`src/dac_pkg.sv`:
```
package dac_pkg;

    // ==========================================================
    // Accumulator segment widths
    // ==========================================================
    localparam int FAST_W   = 8;   // Fast binary stages ahead of the divider
    localparam int DIV2_W   = 1;   // Single divide-by-two flip-flop
    localparam int NIB_W    = 4;   // 4-bit counter stage
    localparam int A_TOP_W  = 16;  // Channel A final counter
    localparam int B_TOP_W  = 12;  // Channel B final counter, physical width
    localparam int B_USE_W  = 11;  // Channel B final counter, bits in use
    localparam int A_W      = 29;  // Channel A hardwired width
    localparam int B_W      = 24;  // Channel B hardwired width

    // ==========================================================
    // Readout chain
    // ==========================================================
    localparam int SR_COUNT = 5;   // Cascaded parallel-to-serial registers
    localparam int SR_W     = 11;  // Width of one register
    localparam int CHAIN_W  = 55;  // Total chain length

    // ==========================================================
    // Timing
    // ==========================================================
    localparam int SYNC_STAGES = 2;

    // Reset values
    localparam logic [A_W-1:0]     A_RST    = 29'h0;
    localparam logic [B_TOP_W-1:0] BTOP_RST = 12'h0;
    localparam logic [FAST_W-1:0]  FAST_RST = 8'h0;

    // Pins arriving from outside the clock domain
    typedef struct packed {
        logic chan_a;        // Channel A event input
        logic chan_b;        // Channel B event / time-base input
        logic gate_n;        // Measurement gate, low opens
        logic load;          // readout_load_control
        logic sclk;          // Serial shift clock
        logic sdin;          // Serial cascade input
        logic master_clear;  // Clears both accumulators
    } dac_pins_type;

    // Device answers
    typedef struct packed {
        logic sdout;         // Serial readout data
        logic meas_done_n;   // Measurement complete, active low
    } dac_outs_type;

endpackage

```
`src/dac_shift_stage.sv`:
```
`timescale 1ns/1ps
// ==============================================================
// One parallel-to-serial readout register
// ==============================================================
module dac_shift_stage #(
    parameter int W = 11
) (
    input  wire logic         mclk,
    input  wire logic         rst,
    input  wire logic         load,
    input  wire logic         shift,
    input  wire logic [W-1:0] par_in,
    input  wire logic         ser_in,
    output logic              ser_out
);
    import dac_pkg::*;

    logic [W-1:0] sr_q;

    // Refuse a register too short to shift
    if (W < 2) begin : g_bad_width
        $error("dac_shift_stage: W must be at least 2");
    end

    // Copy while loading, else shift toward bit 0 on each clock edge with shift high
    always_ff @(posedge mclk) begin
        if (rst) begin
            sr_q <= '0;
        end else if (load) begin
            sr_q <= par_in;
        end else if (shift) begin
            sr_q <= {ser_in, sr_q[W-1:1]};
        end
    end

    assign ser_out = sr_q[0];
endmodule

```
`src/dac_count_chain.sv`:
```
`timescale 1ns/1ps
module dac_count_chain #(
    parameter int NSTAGE = 5,
    parameter int STW    = 11
) (
    input  wire logic                  mclk,
    input  wire logic                  rst,
    input  wire dac_pkg::dac_pins_type pins,
    output dac_pkg::dac_outs_type      outs
);
    import dac_pkg::*;

    // Refuse parameter sets that the chain cannot serve
    if (NSTAGE * STW < A_W + B_W) begin : g_short_chain
        $error("dac_count_chain: readout chain shorter than counts");
    end
    if (FAST_W + DIV2_W + NIB_W + A_TOP_W != A_W) begin : g_a_width
        $error("dac_count_chain: channel A segments mismatch");
    end
    if (FAST_W + DIV2_W + NIB_W + B_USE_W != B_W) begin : g_b_width
        $error("dac_count_chain: channel B segments mismatch");
    end

    // ==========================================================
    // Pin synchronisers
    // ==========================================================
    dac_pins_type meta_q;
    dac_pins_type sync_q;
    logic         a_last_q;
    logic         b_last_q;
    logic         sclk_last_q;

    // Two flops on every pin; only the second is read by logic
    always_ff @(posedge mclk) begin
        if (rst) begin
            meta_q <= '0;
            sync_q <= '0;
        end else begin
            meta_q <= pins;
            sync_q <= meta_q;
        end
    end

    // Edge history of the synchronised pins
    always_ff @(posedge mclk) begin
        if (rst) begin
            a_last_q    <= 1'b0;
            b_last_q    <= 1'b0;
            sclk_last_q <= 1'b0;
        end else begin
            a_last_q    <= sync_q.chan_a;
            b_last_q    <= sync_q.chan_b;
            sclk_last_q <= sync_q.sclk;
        end
    end

    logic a_evt;
    logic b_evt;
    logic sclk_rise;
    logic clr;

    assign a_evt     = sync_q.chan_a & ~a_last_q;
    assign b_evt     = sync_q.chan_b & ~b_last_q;
    assign sclk_rise = sync_q.sclk & ~sclk_last_q;
    assign clr       = sync_q.master_clear;

    // ==========================================================
    // Gate synchronisers
    // ==========================================================
    logic gate_a_q;   // High keeps channel A gating closed
    logic gate_b_q;   // High keeps channel B gating closed
    logic armed_q;    // A measurement has opened the gate

    // First follows the gate on channel A edges, second follows the first on B edges
    always_ff @(posedge mclk) begin
        if (rst || clr) begin
            gate_a_q <= 1'b1;
            gate_b_q <= 1'b1;
        end else begin
            if (a_evt) begin
                gate_a_q <= sync_q.gate_n;
            end
            if (b_evt) begin
                gate_b_q <= gate_a_q;
            end
        end
    end

    // Remember that a measurement ran, so done only follows one
    always_ff @(posedge mclk) begin
        if (rst || clr) begin
            armed_q <= 1'b0;
        end else if (!gate_a_q) begin
            armed_q <= 1'b1;
        end
    end

    logic done_n_q;

    // Done falls once both synchronisers have shut off counting
    always_ff @(posedge mclk) begin
        if (rst || clr) begin
            done_n_q <= 1'b1;
        end else begin
            done_n_q <= ~(armed_q & gate_a_q & gate_b_q);
        end
    end

    // ==========================================================
    // Accumulators
    // ==========================================================
    logic [FAST_W-1:0]  a_fast_q;
    logic [FAST_W-1:0]  b_fast_q;
    logic               a_div_q;
    logic               b_div_q;
    logic [NIB_W-1:0]   a_nib_q;
    logic [NIB_W-1:0]   b_nib_q;
    logic [A_TOP_W-1:0] a_top_q;
    logic [B_TOP_W-1:0] b_top_q;

    logic a_cnt;
    logic b_cnt;
    logic a_c0;
    logic a_c1;
    logic a_c2;
    logic b_c0;
    logic b_c1;
    logic b_c2;

    assign a_cnt = a_evt & ~gate_a_q;
    assign b_cnt = b_evt & ~gate_b_q;

    // Carry from each segment clocks the next, as in a ripple chain
    assign a_c0 = a_cnt & (&a_fast_q);
    assign a_c1 = a_c0 & a_div_q;
    assign a_c2 = a_c1 & (&a_nib_q);
    assign b_c0 = b_cnt & (&b_fast_q);
    assign b_c1 = b_c0 & b_div_q;
    assign b_c2 = b_c1 & (&b_nib_q);

    // Channel A segments
    always_ff @(posedge mclk) begin
        if (rst || clr) begin
            a_fast_q <= FAST_RST;
            a_div_q  <= 1'b0;
            a_nib_q  <= '0;
            a_top_q  <= '0;
        end else begin
            if (a_cnt) a_fast_q <= a_fast_q + 1'b1;
            if (a_c0)  a_div_q  <= ~a_div_q;
            if (a_c1)  a_nib_q  <= a_nib_q + 1'b1;
            if (a_c2)  a_top_q  <= a_top_q + 1'b1;
        end
    end

    // Channel B segments
    always_ff @(posedge mclk) begin
        if (rst || clr) begin
            b_fast_q <= FAST_RST;
            b_div_q  <= 1'b0;
            b_nib_q  <= '0;
            b_top_q  <= BTOP_RST;
        end else begin
            if (b_cnt) b_fast_q <= b_fast_q + 1'b1;
            if (b_c0)  b_div_q  <= ~b_div_q;
            if (b_c1)  b_nib_q  <= b_nib_q + 1'b1;
            if (b_c2)  b_top_q  <= b_top_q + 1'b1;
        end
    end

    logic [A_W-1:0] a_val;
    logic [B_W-1:0] b_val;

    // Hardwired views; channel B drops its top counter bit
    assign a_val = {a_top_q, a_nib_q, a_div_q, a_fast_q};
    assign b_val = {b_top_q[B_USE_W-1:0], b_nib_q, b_div_q, b_fast_q};

    // ==========================================================
    // Readout cascade
    // ==========================================================
    localparam int TOTAL = NSTAGE * STW;

    logic [TOTAL-1:0]  par_all;
    logic [NSTAGE:0]   link;

    // Channel A LSB leaves first, then channel B LSB upward
    assign par_all = {{(TOTAL - A_W - B_W){1'b0}}, b_val, a_val};
    assign link[NSTAGE] = sync_q.sdin;

    genvar g;
    generate
        for (g = 0; g < NSTAGE; g++) begin : g_sr
            dac_shift_stage #(
                .W       (STW)
            ) u_stage (
                .mclk    (mclk),
                .rst     (rst),
                .load    (sync_q.load),
                .shift   (sclk_rise),
                .par_in  (par_all[g*STW +: STW]),
                .ser_in  (link[g+1]),
                .ser_out (link[g])
            );
        end
    endgenerate

    logic sdout_q;

    // Serial output from a flop
    always_ff @(posedge mclk) begin
        if (rst) begin
            sdout_q <= 1'b0;
        end else begin
            sdout_q <= link[0];
        end
    end

    assign outs.sdout       = sdout_q;
    assign outs.meas_done_n = done_n_q;
endmodule

```
`config.mk`:
```
export PLATFORM = sky130hd
export DESIGN_NAME = dac_count_chain
export DESIGN_NICKNAME = d
export VERILOG_FILES = /design/src/dac_pkg.sv /design/src/dac_shift_stage.sv /design/src/dac_count_chain.sv
export SDC_FILE = /design/constraint.sdc
export NUM_CORES = 1
export LEC_CHECK = 0
export BUFFER_PORTS_ARGS = -buffer_cell sky130_fd_sc_hd__buf_2
export CAP_MARGIN = 20
export CORE_ASPECT_RATIO = 2
export CORE_MARGIN = 2
export CORE_UTILIZATION = 62
export CTS_CLUSTER_SIZE = 14
export DETAILED_ROUTE_END_ITERATION = 10
export GPL_TIMING_DRIVEN = 0
export PLACE_DENSITY = 0.77
export SETUP_SLACK_MARGIN = 0.02
export SYNTH_ARGS = -nofsm -noshare
export SYNTH_HDL_FRONTEND = slang
export SYNTH_SLANG_ARGS = --single-unit
```
`constraint.sdc`:
```
create_clock -name mclk -period 2.52 [get_ports mclk]
set_clock_uncertainty 0.05 [all_clocks]
set_input_delay 0.378 -clock mclk [delete_from_list [all_inputs] [get_ports mclk]]
set_output_delay 0.378 -clock mclk [all_outputs]
set_load 0.03 [all_outputs]
```
==> results <==
- The run finished with clean final reports.
- The cell leakage power is roughly 2.2 nW.
- The TritonCTS sink count is 130.
- The actual transition at the worst max-transition pin is 0.771 ns.
- Leaving out fill and tap cells, the most frequent cells in the layout are 130 x sky130_fd_sc_hd__dfxtp_1, 79 x sky130_fd_sc_hd__nor2_1, 61 x sky130_fd_sc_hd__mux2i_1, 53 x sky130_fd_sc_hd__a211oi_1, 37 x sky130_fd_sc_hd__clkbuf_1.
- The combined area of all synthesized cells is roughly 0.0055 mm2.
- In this run the cell area measured after placement is 0.00568 mm2.
- The global placer's final weighted congestion is roughly 0.85.
- The row count is between 40 and 50.
- Entering global routing, the biggest net connects 17 pins.
- The number of max-cap violations is 0.
- In the final layout, the share of cells above drive strength 1 is 0.0791.
- The count of buffers from port buffering is 10.
- After synthesis, the largest family of logic cells by area is simple AND/OR/NAND/NOR gates.
- Setup violations remaining at the end of the flow were counted as 0.
- The starting density of the core is 0.636.
- After legalization and detailed placement, the total HPWL measured 8960 um.
- The number of buffers on the longest clock path is 2.
- The remaining routing DRC violations is 0.
- The post-synthesis xor/xnor area fraction is 0.0303.
- The most frequent standard cell in the layout excluding fill and tap cells is sky130_fd_sc_hd__dfxtp_1.
- The worst endpoint required time is around 2.8 ns.
- The number of levels the H-tree was split into is 4.
- The via count of the first global-routing pass is about 4,600.
- After routing, the total negative slack on setup checks comes to 0 ns.
- The count of antenna diodes in the layout is 0.
- The number of DRC markers after the initial detailed-route iteration is 300.
- The total number of yosys warnings is 0.
- VDD sags by at most between 0.5 and 0.6 mV.
- The die boundary width is just over 70 um.
- The largest fanout on the critical path is 10.
- The final non-filler cell area is 0.00630 mm2.
- For this run, the top clock speed supported by timing is approximately 430 MHz.
- The total congestion overflow after global routing is 0.
- The global-route wire length before repair is 21,600 um.
- The number of nets handed over by synthesis was between 600 and 700.
- The post-synthesis share of cell area spent on full adders, half adders and majority gates is 0.0137.
- Setup repair after global routing left no endpoint under its margin.
- The detailed-route via count is between 4,000 and 5,000.
- The portion of the post-synthesis area used by sequential elements is 0.473.
- The tree is rooted in a sky130_fd_sc_hd__clkbuf_16.
- The worst setup path is captured at a register.
- The number of fillers in the final layout is 639.
- The flip-flop and latch count after synthesis is 130.
- The number of primary I/O pins is 11.
- The class of the most critical hold timing path is primary input to register.
- The number of detailed-route iterations in the first pass is 5.
- The post-synthesis simple-gate area fraction is 0.200.
- After clock tree synthesis, the flow added hold-fix buffers numbering 0.
- The layout overhead on the synthesized area is 14.5%.
- The detail route stage leaves a number of antenna-violating nets equal to 0.
- The core utilization of the finished layout is 0.728.
- After the last flow step, the layout net total stands at between 600 and 700.
- The worst slack at placement is 0.223 ns.
- The final clock period utilization by the worst path is 0.920.
- The core footprint is ~0.0086 mm2.
- The synthesized area per cell is between 9 and 10 um2.
- The count of pins over their slew limit came to 0.
- The clock period minus worst slack is 2.32 ns.
- Counting flops with a built-in enable in the synthesized netlist gives 0.
- The setup path with the least slack is of type register to register.
- TritonCTS built the clock tree.
- Data on the critical path arrives at its endpoint at about 2.6 ns.
- The clock slew at the register clock pins of the worst setup and hold paths is roughly 0.050 ns.
- After detailed routing, the number of vias per cell comes to approximately 6.2.
- Of the post-synthesis cell area, the part taken by muxes is 0.111.
- From bottom edge to top edge, the die measures around 140 um.
- The final wirelength is around 13,000 um.
- In this run the tightest slew margin relative to its limit is 0.486.
- The combined global-route utilization of all metal layers is 0.286.
- The power per standard cell area is ~790 mW/mm2.
- The compound-gate portion of the synthesized area is 0.138.
- The die covers approximately 0.0097 mm2.
- Synthesis handed over a netlist of 588 instances.
- TritonCTS created 17 clock buffers.
- STA classifies the critical path startpoint as a register.
- The source-to-sink clock delay at the later pin of the worst-skew pair is approximately 0.41 ns.
- The most used flip-flop cell after synthesis is sky130_fd_sc_hd__dfxtp_1.
- Dividing the detail-routed wire length by the instance count gives between 15 and 20 um.
- The count of different cell masters after synthesis is 38.
- The initial antenna violation count came to 0.
- The final count of hold timing violations was 0.
- Across all setup checks in the final design, the least slack found is 0.202 ns.
- The async set-reset flop share out of synthesis is 0.
-- where the power goes --
group          switching, mW  leakage (nW)  internal [mW]
clock network          0.871         0.303           1.67
logic                  0.177         0.795          0.107
registers             0.0409          1.06           2.14
total                   1.09          2.16           3.91
-- sequential cells by signal, summed over array words and instances, names as in the netlist, 4 cells and up --
signal             flops
a_top_q               16
b_fast_q               8
meta_q                 7
sync_q                 5
a_fast_q               8
a_nib_q                4
b_nib_q                4
b_top_q               11
g_sr.u_stage.sr_q     55
-- logic make-up (layout without fill, tap and decap cells) --
group           Yosys count  count (layout)
simple gates            210             210
xor+xnor                 19              19
flops                   130             130
mux                      61              61
compound gates          114             114
buf+inv                  48              92
fa+ha+maj                 6               6
-- final timing paths --
kind	startpoint	endpoint	slack, ns	cells after the start
max reg2reg	a_nib_q[0]	a_top_q[15]	0.20	6
min reg2reg	armed_q	done_n_q	0.35	1
min	pins[1]	meta_q[1]	0.12	2
max	a_nib_q[0]	a_top_q[15]	0.20	6
-- critical path, stage by stage (launching register included) --
cell                       delay, ns
sky130_fd_sc_hd__dfxtp_1        0.39
sky130_fd_sc_hd__ha_1           0.21
sky130_fd_sc_hd__nand3_1        0.14
sky130_fd_sc_hd__or4_1          0.53
sky130_fd_sc_hd__clkbuf_1       0.22
sky130_fd_sc_hd__or4_1          0.54
sky130_fd_sc_hd__a21oi_1        0.16
-- layout make-up --
type	count	area [um2]	area share
Clock buffer	20	447	0.0709
Sequential cell	130	2600	0.413
Timing Repair Buffer	12	62.6	0.00993
Multi-Input combinational cell	410	2710	0.430
Inverter	4	15.0	0.00238
Clock inverter	12	163	0.0258
Buffer	44	175	0.0278
Tap cell	100	125	0.0199
-- Yosys cell counts (all sizes together), types with 14 or more instances --
cell / number / share of area
a211oi: 53 / 0.072
a21oi: 26 / 0.024
clkbuf: 36 / 0.025
dfxtp: 130 / 0.47
mux2i: 61 / 0.11
nand2: 14 / 0.0096
nand3: 18 / 0.016
nand4: 21 / 0.024
nor2: 79 / 0.054
nor2b: 20 / 0.023
o21ai: 16 / 0.015
or3: 15 / 0.017
xor2: 15 / 0.024
-- stage by stage --
stage          power, mW  hold WS (ns)  instances
2_1_floorplan       2.42         0.320        588
3_3_place_gp        2.49         0.330        698
5_1_grt             5.14         0.124        732
4_1_cts             5.02         0.117        731
6_report            5.00         0.122        732
3_5_place_dp        2.50         0.336        699
-- what timing repair did --
action                     4_1_cts  5_1_grt
buffers inserted                 0        0
gates resized for setup          0        3
setup endpoints to repair        0        2
-- metal layers --
metal  vias up  share of wire  track usage
met5         -              0            0
met4         0          0.039        0.159
met3        35          0.032       0.0746
met2       105           0.56        0.535
met1      2205           0.37        0.280
li1       2198              -            -
Note: power is estimated with default switching activity, not from simulation.
